==> config.mk <==
export PLATFORM = sky130hd
export DESIGN_NAME = scpi_parser
export DESIGN_NICKNAME = d
export VERILOG_FILES = /design/src/hdl/scpi_parser_pkg.sv /design/src/hdl/scpi_parser.sv
export VERILOG_INCLUDE_DIRS = /design/src /design/src/hdl
export SDC_FILE = /design/constraint.sdc
export NUM_CORES = 2
export LEC_CHECK = 0
export BUFFER_PORTS_ARGS = -buffer_cell sky130_fd_sc_hd__clkbuf_2
export CAP_MARGIN = 40
export CORE_ASPECT_RATIO = 1.25
export CORE_MARGIN = 2
export CORE_UTILIZATION = 53
export CTS_BUF_LIST = sky130_fd_sc_hd__clkbuf_4 sky130_fd_sc_hd__clkbuf_8
export DETAILED_ROUTE_END_ITERATION = 10
export GPL_TIMING_DRIVEN = 0
export PLACE_DENSITY = 0.77
export SLEW_MARGIN = 20
export SYNTH_ARGS = -nofsm -noshare
export SYNTH_HDL_FRONTEND = slang
export SYNTH_SLANG_ARGS = --single-unit
==> constraint.sdc <==
create_clock -name sys_clk -period 34.1 [get_ports sys_clk]
set_input_delay 8.525 -clock sys_clk [delete_from_list [all_inputs] [get_ports sys_clk]]
set_output_delay 8.525 -clock sys_clk [all_outputs]
set_load 0.03 [all_outputs]
==> src/hdl/scpi_parser_map.svh <==
// constants for the text command parser: characters, limits, reset values
// assumes nothing; included by bare name wherever a figure is needed
`ifndef SCPI_PARSER_MAP_SVH
`define SCPI_PARSER_MAP_SVH
`define CH_LF 8'h0a
`define CH_CR 8'h0d
`define CH_SPACE 8'h20
`define CH_QUOTE 8'h22
`define CH_STAR 8'h2a
`define CH_COMMA 8'h2c
`define CH_DOT 8'h2e
`define CH_ZERO 8'h30
`define CH_NINE 8'h39
`define CH_COLON 8'h3a
`define CH_QMARK 8'h3f
`define CH_UP_A 8'h41
`define CH_UP_Z 8'h5a
`define CH_LO_A 8'h61
`define CH_LO_Z 8'h7a
`define CASE_BIT 8'h20
`define KW_COUNT 18
`define KBUF_CHARS 4'h8
`define MAX_DIGITS 3'h6
`define FRAC_DIGITS 2'h3
`define CONTRAST_MIN 20'h1
`define CONTRAST_MAX 20'h3
`define CONTRAST_RST 2'h1
`define RCL_MAX 20'h5
`define BOOL_MAX 20'h1
`define CURR_MAX_DEF 32'h5dc
`define ERR_NONE 2'h0
`define ERR_SYNTAX 2'h1
`define ERR_EXEC 2'h2
`define FIFO_DEPTH 32
`define CLK_HZ 100000000
`define LONG_PRESS_MS 1000
`endif

==> src/hdl/scpi_parser_pkg.sv <==
// types shared by the text command parser and its input buffer
// assumes the constants header is included alongside
package scpi_parser_pkg;
  typedef enum logic [4:0] {KW_NONE, KW_SYST, KW_BEEP, KW_STAT, KW_OUTP, KW_DISP, KW_CONT, KW_TEXT, KW_CURR,
    KW_SOUR, KW_LOC, KW_REM, KW_ERR, KW_RCL, KW_ON, KW_OFF, KW_MIN, KW_MAX} kw_e;
  typedef enum logic [4:0] {S_KEY = 5'h01, S_PARAM = 5'h02, S_STR = 5'h04, S_SKIP = 5'h08, S_RESP = 5'h10} state_e;
  typedef enum logic [1:0] {P_NONE, P_NUM, P_WORD, P_STR} pkind_e;
  typedef struct packed {
    logic [7:0] data;
    logic eoi;
  } rx_byte_s;
  typedef struct packed {
    state_e state;
    logic [63:0] kbuf;
    logic [3:0] klen;
    logic [1:0] lvl;
    kw_e [2:0] path;
    logic query;
    pkind_e pkind;
    logic [19:0] pval;
    logic [2:0] ndig;
    logic dot;
    logic [1:0] frac;
    logic [7:0] slen;
    logic [1:0] pcnt;
    pkind_e p1kind;
    kw_e p1word;
    logic [19:0] p1val;
    logic p1dot;
    logic [1:0] p1frac;
    logic [7:0] p1slen;
    logic bad;
    logic [1:0] err_code;
    logic tx_valid;
    logic [7:0] tx_data;
    logic beep;
    logic outp;
    logic [1:0] contrast;
    logic rcl_v;
    logic [2:0] rcl_slot;
    logic [15:0] curr;
    logic text_v;
    logic [7:0] text_len;
    logic remote;
    logic lock;
    logic key_s1;
    logic key_s2;
    logic lock_s1;
    logic lock_s2;
    logic [31:0] press_cnt;
    logic press_done;
  } st_s;
endpackage

==> src/hdl/scpi_parser.sv <==
// text command parser with its input byte buffer
// assumes a byte stream from the remote link on sys_clk and a response sink with ready
`timescale 1ns/10ps
`include "scpi_parser_map.svh"

module byte_fifo #(
  parameter int WIDTH = 9,
  parameter int DEPTH = `FIFO_DEPTH
) (
  input wire logic sys_clk,
  input wire logic rst,
  input wire logic in_valid,
  output logic in_ready,
  input wire logic [WIDTH-1:0] in_data,
  output logic out_valid,
  input wire logic out_ready,
  output logic [WIDTH-1:0] out_data
);
  localparam int AW = $clog2(DEPTH);
  typedef struct packed {
    logic [AW-1:0] wp;
    logic [AW-1:0] rp;
    logic [AW:0] cnt;
    logic rdy;
  } fst_s;
  fst_s q, n;
  logic [WIDTH-1:0] mem [DEPTH];
  logic push, pop;
  always_comb begin
    push = in_valid && q.rdy;
    pop = out_ready && (q.cnt != '0);
    n = q;
    if (push) n.wp = q.wp + 1'h1;
    if (pop) n.rp = q.rp + 1'h1;
    n.cnt = q.cnt + (AW+1)'(push) - (AW+1)'(pop);
    // registered ready: one slot of slack is never needed since cnt is exact
    n.rdy = n.cnt != (AW+1)'(DEPTH);
  end
  always_ff @(posedge sys_clk or posedge rst) begin
    if (rst) begin
      q <= '0;
    end else begin
      q <= n;
    end
  end
  always_ff @(posedge sys_clk) begin
    if (push) begin
      mem[q.wp] <= in_data;
    end
  end
  assign in_ready = q.rdy;
  assign out_valid = q.cnt != '0;
  assign out_data = mem[q.rp];
endmodule // byte_fifo

// Operation
// - commands are a root keyword and lower keywords, colon separated
// - a space separates the last keyword from the first parameter
// - a keyword path ending in question mark is a query and gets a reply; only OUTP, SYST:BEEP, DISP:CONT and SYST:ERR queries do
// - several parameters of one command are separated by commas
// - optional keywords may be present or absent with identical effect
// - keyword matching ignores letter case
// - only the full form or the capitals-only short form of a keyword matches
// - line feed ends a command; carriage return plus line feed and eoi too
// - after every terminator the keyword path returns to the root
// - every reply ends with byte 0x0a
// - booleans take ON, OFF, 1 or 0
// - discrete parameters take only listed values, recall slots 0 to 5
// - integer parameters are range checked, contrast 1 to 3
// - real parameters take values in range, or MINimum and MAXimum
// - string parameters are ascii characters
// - local command or long unlock press leaves remote and dims its indicator; a command executed in the press's last cycle keeps remote lit
// - releasing the panel lock dims the lock indicator
module scpi_parser
  import scpi_parser_pkg::*;
#(
  parameter logic [31:0] CURR_MAX = `CURR_MAX_DEF,
  parameter int LONG_PRESS_CYC = `LONG_PRESS_MS * (`CLK_HZ / 1000)
) (
  input wire logic sys_clk,
  input wire logic rst,
  input wire logic rx_valid,
  input wire logic [7:0] rx_data,
  input wire logic rx_eoi,
  output logic rx_ready,
  output logic tx_valid,
  output logic [7:0] tx_data,
  input wire logic tx_ready,
  input wire logic unlock_key,
  input wire logic panel_lock,
  output logic beeper_en,
  output logic output_en,
  output logic [1:0] contrast,
  output logic recall_valid,
  output logic [2:0] recall_slot,
  output logic [15:0] current_set,
  output logic text_valid,
  output logic [7:0] text_len,
  output logic remote_indicator,
  output logic lock_indicator,
  output logic [1:0] err_code
);
  localparam logic [63:0] KW_STR [`KW_COUNT] = '{64'h0, 64'("SYSTEM"), 64'("BEEPER"), 64'("STATE"), 64'("OUTPUT"),
    64'("DISPLAY"), 64'("CONTRAST"), 64'("TEXT"), 64'("CURRENT"), 64'("SOURCE"), 64'("LOCAL"), 64'("REMOTE"),
    64'("ERROR"), 64'("*RCL"), 64'("ON"), 64'("OFF"), 64'("MINIMUM"), 64'("MAXIMUM")};
  localparam int KW_LONG [`KW_COUNT] = '{0, 6, 6, 5, 6, 7, 8, 4, 7, 6, 5, 6, 5, 4, 2, 3, 7, 7};
  localparam int KW_SHORT [`KW_COUNT] = '{0, 4, 4, 4, 4, 4, 4, 4, 4, 4, 3, 3, 3, 4, 2, 3, 3, 3};

  st_s q, n;
  rx_byte_s f_data;
  logic f_valid, f_ready, fire, term;
  logic [7:0] c;

  function automatic logic [7:0] upcase(logic [7:0] b);
    return (b >= `CH_LO_A && b <= `CH_LO_Z) ? (b & ~`CASE_BIT) : b;
  endfunction

  function automatic kw_e kw_find(logic [63:0] kb, logic [3:0] len);
    kw_e r;
    r = KW_NONE;
    for (int i = 1; i < `KW_COUNT; i++) begin
      // short form is the leading capitals only; any other cut fails
      if ((32'(len) == KW_LONG[i] && kb == KW_STR[i]) ||
          (32'(len) == KW_SHORT[i] && kb == (KW_STR[i] >> (8 * (KW_LONG[i] - KW_SHORT[i]))))) begin
        r = kw_e'(5'(i));
      end
    end
    return r;
  endfunction

  function automatic st_s clr_tok(st_s s);
    s.kbuf = '0;
    s.klen = '0;
    s.pkind = P_NONE;
    s.pval = '0;
    s.ndig = '0;
    s.dot = '0;
    s.frac = '0;
    s.slen = '0;
    return s;
  endfunction

  function automatic st_s end_kw(st_s s);
    kw_e k;
    k = kw_find(s.kbuf, s.klen);
    if (s.klen != '0) begin
      if (k == KW_NONE || k >= KW_ON || s.lvl == 2'h3) begin
        s.state = S_SKIP;
      end else if (!((k == KW_STAT && s.lvl != '0) || (k == KW_SOUR && s.lvl == '0))) begin
        s.path[s.lvl] = k;
        s.lvl = s.lvl + 2'h1;
      end
      // optional keywords are dropped so both spellings decode alike
    end
    s.kbuf = '0;
    s.klen = '0;
    return s;
  endfunction

  function automatic st_s end_param(st_s s, logic comma);
    kw_e k;
    k = kw_find(s.kbuf, s.klen);
    if (s.klen != '0) begin
      s.pkind = P_WORD;
    end
    if (s.pkind == P_NONE) begin
      if (comma || s.pcnt != '0) s.state = S_SKIP;
    end else if (s.pkind == P_WORD && k < KW_ON) begin
      s.state = S_SKIP;
    end else begin
      if (s.pcnt == '0) begin
        s.p1kind = s.pkind;
        s.p1word = k;
        s.p1val = s.pval;
        s.p1dot = s.dot;
        s.p1frac = s.frac;
        s.p1slen = s.slen;
      end
      if (s.pcnt != 2'h3) s.pcnt = s.pcnt + 2'h1;
    end
    return clr_tok(s);
  endfunction

  function automatic st_s exec_cmd(st_s s, logic [31:0] cmax);
    logic ok, rsp, set, qry, noarg, isbool, bv, isint;
    logic [1:0] d;
    logic [31:0] v;
    kw_e a, b;
    a = s.path[0];
    b = s.path[1];
    ok = '0;
    rsp = '0;
    d = '0;
    set = !s.query && s.pcnt == 2'h1;
    qry = s.query && s.pcnt == '0;
    noarg = !s.query && s.pcnt == '0;
    isint = s.p1kind == P_NUM && !s.p1dot;
    isbool = (isint && s.p1val <= `BOOL_MAX) || (s.p1kind == P_WORD && (s.p1word == KW_ON || s.p1word == KW_OFF));
    bv = (s.p1kind == P_NUM) ? s.p1val[0] : (s.p1word == KW_ON);
    // fixed point at three decimals: pad missing fraction digits
    case (s.p1frac)
      2'h0: v = 32'(s.p1val) * 32'h3e8;
      2'h1: v = 32'(s.p1val) * 32'h64;
      2'h2: v = 32'(s.p1val) * 32'ha;
      default: v = 32'(s.p1val);
    endcase
    if (s.lvl == '0) begin
      ok = '1;
    end else if (s.lvl == 2'h2 && a == KW_SYST && b == KW_BEEP) begin
      if (set && isbool) begin s.beep = bv; ok = '1; end
      else if (qry) begin d = {1'h0, s.beep}; rsp = '1; ok = '1; end
    end else if (s.lvl == 2'h1 && a == KW_OUTP) begin
      if (set && isbool) begin s.outp = bv; ok = '1; end
      else if (qry) begin d = {1'h0, s.outp}; rsp = '1; ok = '1; end
    end else if (s.lvl == 2'h2 && a == KW_DISP && b == KW_CONT) begin
      if (set && isint && s.p1val >= `CONTRAST_MIN && s.p1val <= `CONTRAST_MAX) begin
        s.contrast = s.p1val[1:0];
        ok = '1;
      end else if (qry) begin d = s.contrast; rsp = '1; ok = '1; end
    end else if (s.lvl == 2'h2 && a == KW_DISP && b == KW_TEXT) begin
      if (set && s.p1kind == P_STR) begin s.text_v = '1; s.text_len = s.p1slen; ok = '1; end
    end else if (s.lvl == 2'h1 && a == KW_CURR && set) begin
      if (s.p1kind == P_WORD && s.p1word == KW_MIN) begin s.curr = '0; ok = '1; end
      else if (s.p1kind == P_WORD && s.p1word == KW_MAX) begin s.curr = cmax[15:0]; ok = '1; end
      else if (s.p1kind == P_NUM && v <= cmax) begin s.curr = v[15:0]; ok = '1; end
    end else if (s.lvl == 2'h2 && a == KW_SYST && (b == KW_LOC || b == KW_REM) && noarg) begin
      ok = '1;
    end else if (s.lvl == 2'h2 && a == KW_SYST && b == KW_ERR && qry) begin
      d = s.err_code;
      s.err_code = `ERR_NONE;
      rsp = '1;
      ok = '1;
    end else if (s.lvl == 2'h1 && a == KW_RCL && set && isint && s.p1val <= `RCL_MAX) begin
      s.rcl_v = '1;
      s.rcl_slot = s.p1val[2:0];
      ok = '1;
    end
    if (!ok) begin
      s.bad = '1;
      s.err_code = `ERR_EXEC;
    end else if (s.lvl != '0) begin
      s.remote = !(a == KW_SYST && b == KW_LOC);
    end
    if (rsp) begin
      s.tx_valid = '1;
      s.tx_data = `CH_ZERO + {6'h0, d};
      s.state = S_RESP;
    end
    return s;
  endfunction

  byte_fifo #(.WIDTH($bits(rx_byte_s)), .DEPTH(`FIFO_DEPTH)) u_fifo (
    .sys_clk(sys_clk),
    .rst(rst),
    .in_valid(rx_valid),
    .in_ready(rx_ready),
    .in_data({rx_data, rx_eoi}),
    .out_valid(f_valid),
    .out_ready(f_ready),
    .out_data(f_data)
  );

  // replies stall the input so the buffer really fills under back-pressure
  assign f_ready = q.state != S_RESP;

  always_comb begin
    n = q;
    fire = '0;
    term = '0;
    c = '0;
    n.rcl_v = '0;
    n.text_v = '0;
    n.bad = '0;
    n.key_s1 = unlock_key;
    n.key_s2 = q.key_s1;
    n.lock_s1 = panel_lock;
    n.lock_s2 = q.lock_s1;
    n.lock = q.lock_s2;
    if (!q.key_s2) begin
      n.press_cnt = '0;
      n.press_done = '0;
    end else if (!q.press_done) begin
      if (q.press_cnt == 32'(LONG_PRESS_CYC - 1)) begin
        fire = '1;
        n.press_done = '1;
        n.remote = '0;
      end else begin
        n.press_cnt = q.press_cnt + 32'h1;
      end
    end
    if (q.state == S_RESP) begin
      if (tx_ready) begin
        if (q.tx_data == `CH_LF) begin
          n.tx_valid = '0;
          n.state = S_KEY;
        end else begin
          n.tx_data = `CH_LF;
        end
      end
    end else if (f_valid) begin
      c = upcase(f_data.data);
      term = f_data.data == `CH_LF || f_data.eoi;
      unique case (q.state)
        S_KEY: begin
          if (c == `CH_COLON) begin
            n = end_kw(n);
          end else if (c == `CH_SPACE) begin
            n.state = S_PARAM;
            n = end_kw(n);
          end else if (c == `CH_QMARK) begin
            n.state = S_PARAM;
            n.query = '1;
            n = end_kw(n);
          end else if ((c >= `CH_UP_A && c <= `CH_UP_Z) || c == `CH_STAR) begin
            if (q.klen == `KBUF_CHARS) n.state = S_SKIP;
            else begin
              n.kbuf = {q.kbuf[55:0], c};
              n.klen = q.klen + 4'h1;
            end
          end else if (c != `CH_CR && c != `CH_LF) begin
            n.state = S_SKIP;
          end
        end
        S_PARAM: begin
          if (c == `CH_COMMA) begin
            n = end_param(n, 1'h1);
          end else if (c == `CH_QUOTE && q.pkind == P_NONE && q.klen == '0) begin
            n.state = S_STR;
          end else if (c >= `CH_ZERO && c <= `CH_NINE && q.klen == '0 && q.pkind != P_STR) begin
            if (q.ndig == `MAX_DIGITS || (q.dot && q.frac == `FRAC_DIGITS)) n.state = S_SKIP;
            else begin
              n.pkind = P_NUM;
              n.pval = 20'(q.pval * 20'ha + 20'(c - `CH_ZERO));
              n.ndig = q.ndig + 3'h1;
              n.frac = q.frac + {1'h0, q.dot};
            end
          end else if (c == `CH_DOT && q.pkind == P_NUM && !q.dot) begin
            n.dot = '1;
          end else if (c >= `CH_UP_A && c <= `CH_UP_Z && q.pkind == P_NONE && q.klen != `KBUF_CHARS) begin
            n.kbuf = {q.kbuf[55:0], c};
            n.klen = q.klen + 4'h1;
          end else if (c != `CH_SPACE && c != `CH_CR && c != `CH_LF) begin
            n.state = S_SKIP;
          end
        end
        S_STR: begin
          if (c == `CH_QUOTE) begin
            n.pkind = P_STR;
            n.state = S_PARAM;
          end else if (f_data.data[7] || q.slen == 8'hff) begin
            n.state = S_SKIP;
          end else begin
            n.slen = q.slen + 8'h1;
          end
        end
        S_SKIP: begin
        end
        default: n.state = S_SKIP;
      endcase
      if (term) begin
        if (n.state == S_STR) n.state = S_SKIP;
        if (n.state == S_KEY) n = end_kw(n);
        else if (n.state == S_PARAM) n = end_param(n, 1'h0);
        if (n.state == S_SKIP) begin
          n.bad = '1;
          n.err_code = `ERR_SYNTAX;
        end else begin
          n = exec_cmd(n, CURR_MAX);
        end
        n.lvl = '0;
        n.path = '0;
        n.query = '0;
        n.pcnt = '0;
        n.p1kind = P_NONE;
        n = clr_tok(n);
        if (n.state != S_RESP) n.state = S_KEY;
      end
    end
  end

  always_ff @(posedge sys_clk or posedge rst) begin
    if (rst) begin
      q <= '0;
      q.state <= S_KEY;
      q.contrast <= `CONTRAST_RST;
    end else begin
      q <= n;
    end
  end

  assign tx_valid = q.tx_valid;
  assign tx_data = q.tx_data;
  assign beeper_en = q.beep;
  assign output_en = q.outp;
  assign contrast = q.contrast;
  assign recall_valid = q.rcl_v;
  assign recall_slot = q.rcl_slot;
  assign current_set = q.curr;
  assign text_valid = q.text_v;
  assign text_len = q.text_len;
  assign remote_indicator = q.remote;
  assign lock_indicator = q.lock;
  assign err_code = q.err_code;
endmodule // scpi_parser

Word level (Yosys, flattened, before mapping). Memories as Yosys holds them, arrays and structs flattened. Index checks and enable logic that the tools add are counted.

Flip-flop bits (word level): 267. Latch bits: 0. Memory bits (writable): 288. Memory bits (read-only): 0. Input port bits: 15. Output and inout bits: 47. Memories kept: 1.

Memories: u_fifo.mem (words 32, width 9, rd ports 1, clocked after Yosys merged registers in 0, wr ports 1, RTL line scpi_parser.sv:27) `logic [WIDTH-1:0] mem [DEPTH];`.

Add/sub/neg operators: 16. Multiply operators: 4. Div/mod/pow operators: 0. $lt $le $gt $ge: 21. Equality and inequality tests: 145. Shift-type cells: 0. Muxes and demuxes: 287. Bitwise logic cells: 1. Reductions and logical operators: 195.

Operators by type and width (number): 251-bit 2-to-1 mux (9); 64-bit by 31-bit equality test with 1-bit output, second input constant (18); 64-bit by 23-bit equality test with 1-bit output, second input constant (12); 167-bit 2-to-1 mux (4); 64-bit by 47-bit equality test with 1-bit output, second input constant (10); 64-bit by 55-bit equality test with 1-bit output, second input constant (8); 5-bit 2-to-1 mux (91); 68-bit 2-to-1 mux (6); 64-bit by 39-bit equality test with 1-bit output, second input constant (6); 124-bit 2-to-1 mux (2); 124-bit case mux with 2 select lines (1); 73-bit 2-to-1 mux (3); 17-bit 2-to-1 mux (12); 32-bit 2-to-1 mux (6); 178-bit 2-to-1 mux (1); 86-bit 2-to-1 mux (2); 86-bit case mux with 2 select lines (1); 40-bit 2-to-1 mux (4); 132-bit 2-to-1 mux (1); 64-bit by 15-bit equality test with 1-bit output, second input constant (2); 64-bit by 30-bit equality test with 1-bit output, second input constant (2); 64-bit by 63-bit equality test with 1-bit output, second input constant (2); 1-bit logical AND (120); 33-bit 2-to-1 mux (3); other kinds (84) (343).

Logic depth before layout (Yosys ltp).
Depth after elaboration: 98. Gate-level depth with buffers: 67.

Cells and area by module. Synthesis repeated with hierarchy kept, for this count alone.

Cell total of the unflattened synthesis: 4115. Area, all modules: 40418.8 µm².

Modules (own cells, without submodules): scpi_parser (times used 1, cells an instance 3508, area an instance 28248.3 µm², sequential area each 6033.3 µm²); byte_fifo (times used 1, cells an instance 607, area an instance 12170.4 µm², sequential area each 9073.7 µm²).

Worst setup path before layout. No wires, ideal clock.

Path kind: flip-flop to flip-flop. From: reg u_fifo.q[7] (netlist bit). To: reg q, in the netlist current_set[1]. Library setup time: 129 ps. Data arrival time: 13875 ps. Required time: 33971 ps. Path slack: 20096 ps. Cell stages (with the launch flop): 65. Path buffers: 10. Cells stage by stage: dfrtp_1 buf_4 buf_6 buf_6 buf_8 buf_6 mux2_1 o31ai_1 nor3_1 a311oi_2 or4b_1 o21a_1 buf_4 o21ai_0 ha_1 inv_1 a221o_1 or3_1 [29 not listed] a21o_1 a21o_1 a21o_1 a21o_1 a41oi_1 a21oi_1 a21oi_1 o211ai_1 o21ai_0 mux2i_1 nor4b_1 nor3_1 nor4b_2 clkinv_1 a211oi_2 buf_4 mux2i_1 nor2_1.

Word-level cells in the longest chain between the ends: 69. Elaborated cells on any way between the ends: 291. Classes of those cells: 4 x add/sub; 3 x mul; 11 x order compare; 73 x eq/ne; 110 x mux; 89 x reduce/logical; 1 x memory.

RTL lines: start: declaration (RTL line scpi_parser.sv:26) `fst_s q, n;`; start signal: assignment (RTL line scpi_parser.sv:43) `q <= n;`; memory 32 x 9 bit (*); 8-bit by 7-bit greater-or-equal comparator with 1-bit output (no line) or 8-bit by 7-bit less-or-equal comparator with 1-bit output (tied branches); 1-bit logical AND (no line); 6-bit 2-to-1 mux (RTL line scpi_parser.sv:115) `` return (b >= `CH_LO_A && b <= `CH_LO_Z) ? (b & ~`CASE_BIT) : b; ``; 8-bit by 7-bit greater-or-equal comparator with 1-bit output (no line) or 8-bit by 7-bit less-or-equal comparator with 1-bit output (tied branches); 1-bit logical AND (no line); 1-bit logical AND (RTL line scpi_parser.sv:339) `` end else if (c >= `CH_UP_A && c <= `CH_UP_Z && q.pkind == P_NONE && q.klen != `KBUF_CHARS) begin ``; 1-bit logical AND (no line); [53 not listed]; 16-bit 2-to-1 mux (RTL line scpi_parser.sv:222) `end else if (s.lvl == 2'h1 && a == KW_CURR && set) begin`; 20-bit 2-to-1 mux (RTL line scpi_parser.sv:220) `end else if (s.lvl == 2'h2 && a == KW_DISP && b == KW_TEXT) begin`; 29-bit 2-to-1 mux (RTL line scpi_parser.sv:215) `end else if (s.lvl == 2'h2 && a == KW_DISP && b == KW_CONT) begin`; 31-bit 2-to-1 mux (RTL line scpi_parser.sv:212) `end else if (s.lvl == 2'h1 && a == KW_OUTP) begin`; 32-bit 2-to-1 mux (RTL line scpi_parser.sv:209) `end else if (s.lvl == 2'h2 && a == KW_SYST && b == KW_BEEP) begin`; 33-bit 2-to-1 mux (RTL line scpi_parser.sv:207) `if (s.lvl == '0) begin`; 81-bit 2-to-1 mux (RTL line scpi_parser.sv:364) `if (n.state == S_SKIP) begin`; 251-bit 2-to-1 mux (*) (RTL line scpi_parser.sv:360) `if (term) begin`; end signal: assignment (RTL line scpi_parser.sv:387) `q <= n;`; end: declaration (RTL line scpi_parser.sv:109) `st_s q, n;`.

Every way passes the cells marked *; elsewhere a longest branch is shown, timed or not. The select of a mux whose other input is x is not followed. A chain may end at the register's enable or synchronous reset.

Worst setup path in the final report.
From: reg u_fifo.q[8] (netlist bit). To: reg q, in the netlist current_set[5].

The elaborated chain is that of the path after synthesis.

==> results.md <==
* Area Growth Syn to Fin at 10.75%
* Synthesized area at 40080 um^2
* Final Max Tran Viols at 0
* Slowest cell on the critical path: buf_1
* Max clock buf depth at 3
* Worst min path class: flip-flop to flip-flop
* Multi-input logic area at 22850 um^2
* Hold Startpoint: q[36]$_DFF_PP0_
* Tcrit/Tclk final at 55.52%
* Post_cts resized at 0
* Root buffer cell: clkbuf_8
* CP most frequent cell: o21ai_0
* Least-Margin Pin Slew at 1041 ps
* Placed Area at 42230 um^2
* Unrepaired setup endpoints after global routing: false
* Layout cells sized above 1 at 13.19%
* P_leak at 17.81 nW
* TNS Setup at 0 ps
* Post-synthesis compound-gate area fraction at 16.35%
* #FFs+latches synth at 546
* Std-Cell Rows at 112
* Post-Synth XOR/XNOR Area at 2.470%
* RD Place Congestion at 1.065
* Post-route design area at 44390 um^2
* # nets final at 4686
* Syn. warnings at 0
* FF+latch area at 15110 um^2
* Die X at 250.0 um
* Post-synthesis simple-gate area fraction at 19.87%
* Worst setup EP type: flip-flop
* WL/cell at 28.20 um
* Largest family of logic cells by synthesized area: simple AND/OR/NAND/NOR gates
* GR Util All Layers at 38.79%
* # fillers at 6384
* I/O pin count at 62
* Cell count after placement at 5214
* CTS tree: yes
* Top cells by area, synth: edfxtp_1 (22%), dfrtp_1 (16%), ha_1 (7.4%)
* Crit path max fanout at 10
* Most used DFF post-synth: edfxtp_1
* Hold endpoint: q[35]$_DFF_PP0_
* Core box area at 74830 um^2
* PwrDens at 94.75 nW/um^2
* DIE HEIGHT at 311.4 um
* Post-synthesis mux area share at 6.706%
* EDFF count, synth at 288
* Worst setup margin at 15170 ps
* DP HPWL at 114500 um
* Max-cap violation count at 0
* Initial core utilization at 53.55%
* Synth area leader: edfxtp_1
* Grt total ovfl at 0
* Outcome: finished, final reports clean
* Synth cell types at 117
* Vias in the first global route at 36270
* Most numerous cell in the Yosys netlist: nand2_1
* Critical path arrival at 19520 ps
* Die area at 77840 um^2
* Max incr delay on CP at 720 ps
* Hold_buf cts at 0
* First-pass GRT wire length at 228000 um
* Antenna-violating nets left at 0
* RR Endpoint: current_set[5]$_DFFE_PP0P_
* Post-placement setup slack at 15500 ps
* DRT Wirelength at 152200 um
* Final Setup Violations at 0
* Clk Latency, worst-skew pair at 800 ps
* Post-Syn Instances at 4118
* Critical Path RT at 34690 ps
* Reg2Reg Depth at 63
* DRC viols at 0
* Top cell type's share of synthesized area at 21.58%
* CTS clk-pin slew, worst paths at 60 ps
* Setup bufs post-CTS at 0
* Initial antenna violation count at 4
* DR iter-0 viols at 4557
* Max-slew headroom at 30.61%
* Final min period at 18930 ps
* Post-synth ARST share at 47.25%
* Clock sinks at 546
* Worst r2r src: u_fifo.q[8]$_DFFE_PP0P_
* Final instance count without filler cells at 5399
* CP Class: flip-flop to flip-flop
* Setup Skew at 86.13 ps
* Via density at 6.833
* Max IR drop VDD at 0.1820 mV
* CTS Buf Count at 88
* Register area share after synthesis at 37.70%
* Fin. Hold Viols at 0
* Hold path depth at 0
* Largest net degree at the start of global routing at 93
* Port bufs at 58
* Startpoint Class: flip-flop
* Syn_area_per_cell at 9.732 um^2
* Max Clock Freq at 0.05282 GHz
* Flop2flop setup slack at 15170 ps
* Routed via count at 36890
* H-Tree Depth at 3
* Most frequent cells after synthesis: nand2_1 (335), nor2_1 (291), edfxtp_1 (288)
* Drt pass-1 iters at 7
* Post-synthesis adder-cell area fraction at 11.41%
-- placed cells by master, fill, tap and decap left out, types with 25 or more instances in the layout --
| master | count |
|---|---|
| nand2_1 | 335 |
| nor2_1 | 291 |
| edfxtp_1 | 288 |
| inv_1 | 258 |
| dfrtp_1 | 256 |
| ha_1 | 236 |
| a21oi_1 | 165 |
| o21ai_0 | 158 |
| clkbuf_1 | 145 |
| nor3_1 | 140 |
| nand3_1 | 125 |
| nand4_1 | 102 |
| clkbuf_8 | 102 |
| buf_4 | 96 |
| xnor2_1 | 88 |
| nor4_1 | 82 |
| fa_1 | 81 |
| o22ai_1 | 79 |
| mux2i_1 | 78 |
| and2_1 | 69 |
| a22o_1 | 68 |
| mux4_2 | 61 |
| clkbuf_2 | 60 |
| and3_1 | 59 |
| or3_1 | 49 |
| a22oi_1 | 45 |
| buf_2 | 42 |
| nor2b_1 | 36 |
| o211ai_1 | 36 |
| mux2_2 | 35 |
| or4_1 | 35 |
| clkbuf_4 | 33 |
| a211oi_1 | 32 |
| nand2b_1 | 32 |
| a21o_1 | 31 |
| nand3b_1 | 28 |
| xor2_1 | 25 |
-- registers in the layout (all words and copies together), names as in the netlist --
register / flops
u_fifo.mem: 288
q: 199
current_set: 16
u_fifo.q: 16
text_len: 8
tx_data: 4
recall_slot: 3
contrast: 2
err_code: 2
beeper_en: 1
lock_indicator: 1
output_en: 1
recall_valid: 1
remote_indicator: 1
text_valid: 1
tx_valid: 1
u_fifo.in_ready: 1
-- cell type report --
type | count | share of cell area (%)
clock buffers | 131 | 3.653
plain buffers | 244 | 2.729
inverters | 263 | 2.241
multi-input cells | 3067 | 51.49
flip-flops and latches | 546 | 34.04
clock inverters | 34 | 0.9162
well taps | 969 | 2.732
repair buffers | 144 | 2.196
diodes | 1 | 0.005638
-- power breakdown --
group | leakage (nW) | switching (mW) | internal [mW]
Clock | 1.06 | 0.296 | 0.357
Combinational | 10.8 | 1.76 | 1.02
Sequential | 5.96 | 0.0307 | 0.745
-- layer usage --
metal	up-vias	global-route usage [%]	share of wire (%)
met3	700	8.470	9.9
met1	17850	46.75	36
met5	-	0	0.0079
li1	15930	-	-
met4	2	25.31	8.2
met2	2411	62.83	46
-- how the worst max path moves through the flow --
stage                            startpoint                    endpoint  cells after the start
floorplan                               rst       beeper_en$_DFFE_PP0P_                      1
global placement                        rst            q[8]$_DFFE_PP0P_                      2
detailed placement  u_fifo.q[8]$_DFFE_PP0P_  current_set[5]$_DFFE_PP0P_                     61
CTS                 u_fifo.q[8]$_DFFE_PP0P_  current_set[5]$_DFFE_PP0P_                     61
global route        u_fifo.q[8]$_DFFE_PP0P_  current_set[5]$_DFFE_PP0P_                     64
finish              u_fifo.q[8]$_DFFE_PP0P_  current_set[5]$_DFFE_PP0P_                     63
-- kinds of logic (layout without fill, tap and decap cells) --
kind of cell	count (synthesis)	count (layout)
other cells	1	4
xor+xnor	113	113
compound gates	933	933
simple gates	1516	1516
fa+ha+maj	317	317
buf+inv	507	816
mux	185	185
flops	546	546
-- critical path: cells and delay by family (launching register included) --
kind,cells,cell delay (ps)
adders and majority gates,6,2450
and+or+nand+nor,15,4640
xor gates and xnor gates,2,370
DFF,1,410
buffers and inverters,14,4150
muxes,3,870
AOI/OAI and AO/OA,23,5810
-- through the flow --
step | util [%] | hold slack (ps) | total power [mW]
after global placement | 55.57 | 332.9 | 3.403
after detailed placement | 56.43 | 343.3 | 3.483
after floorplan | - | 331.2 | 2.728
after global routing | 59.31 | 366.4 | 4.499
final | 59.31 | 353.3 | 4.205
after CTS | 59.14 | 349.9 | 4.146
Power figures use the tool's default switching activity.
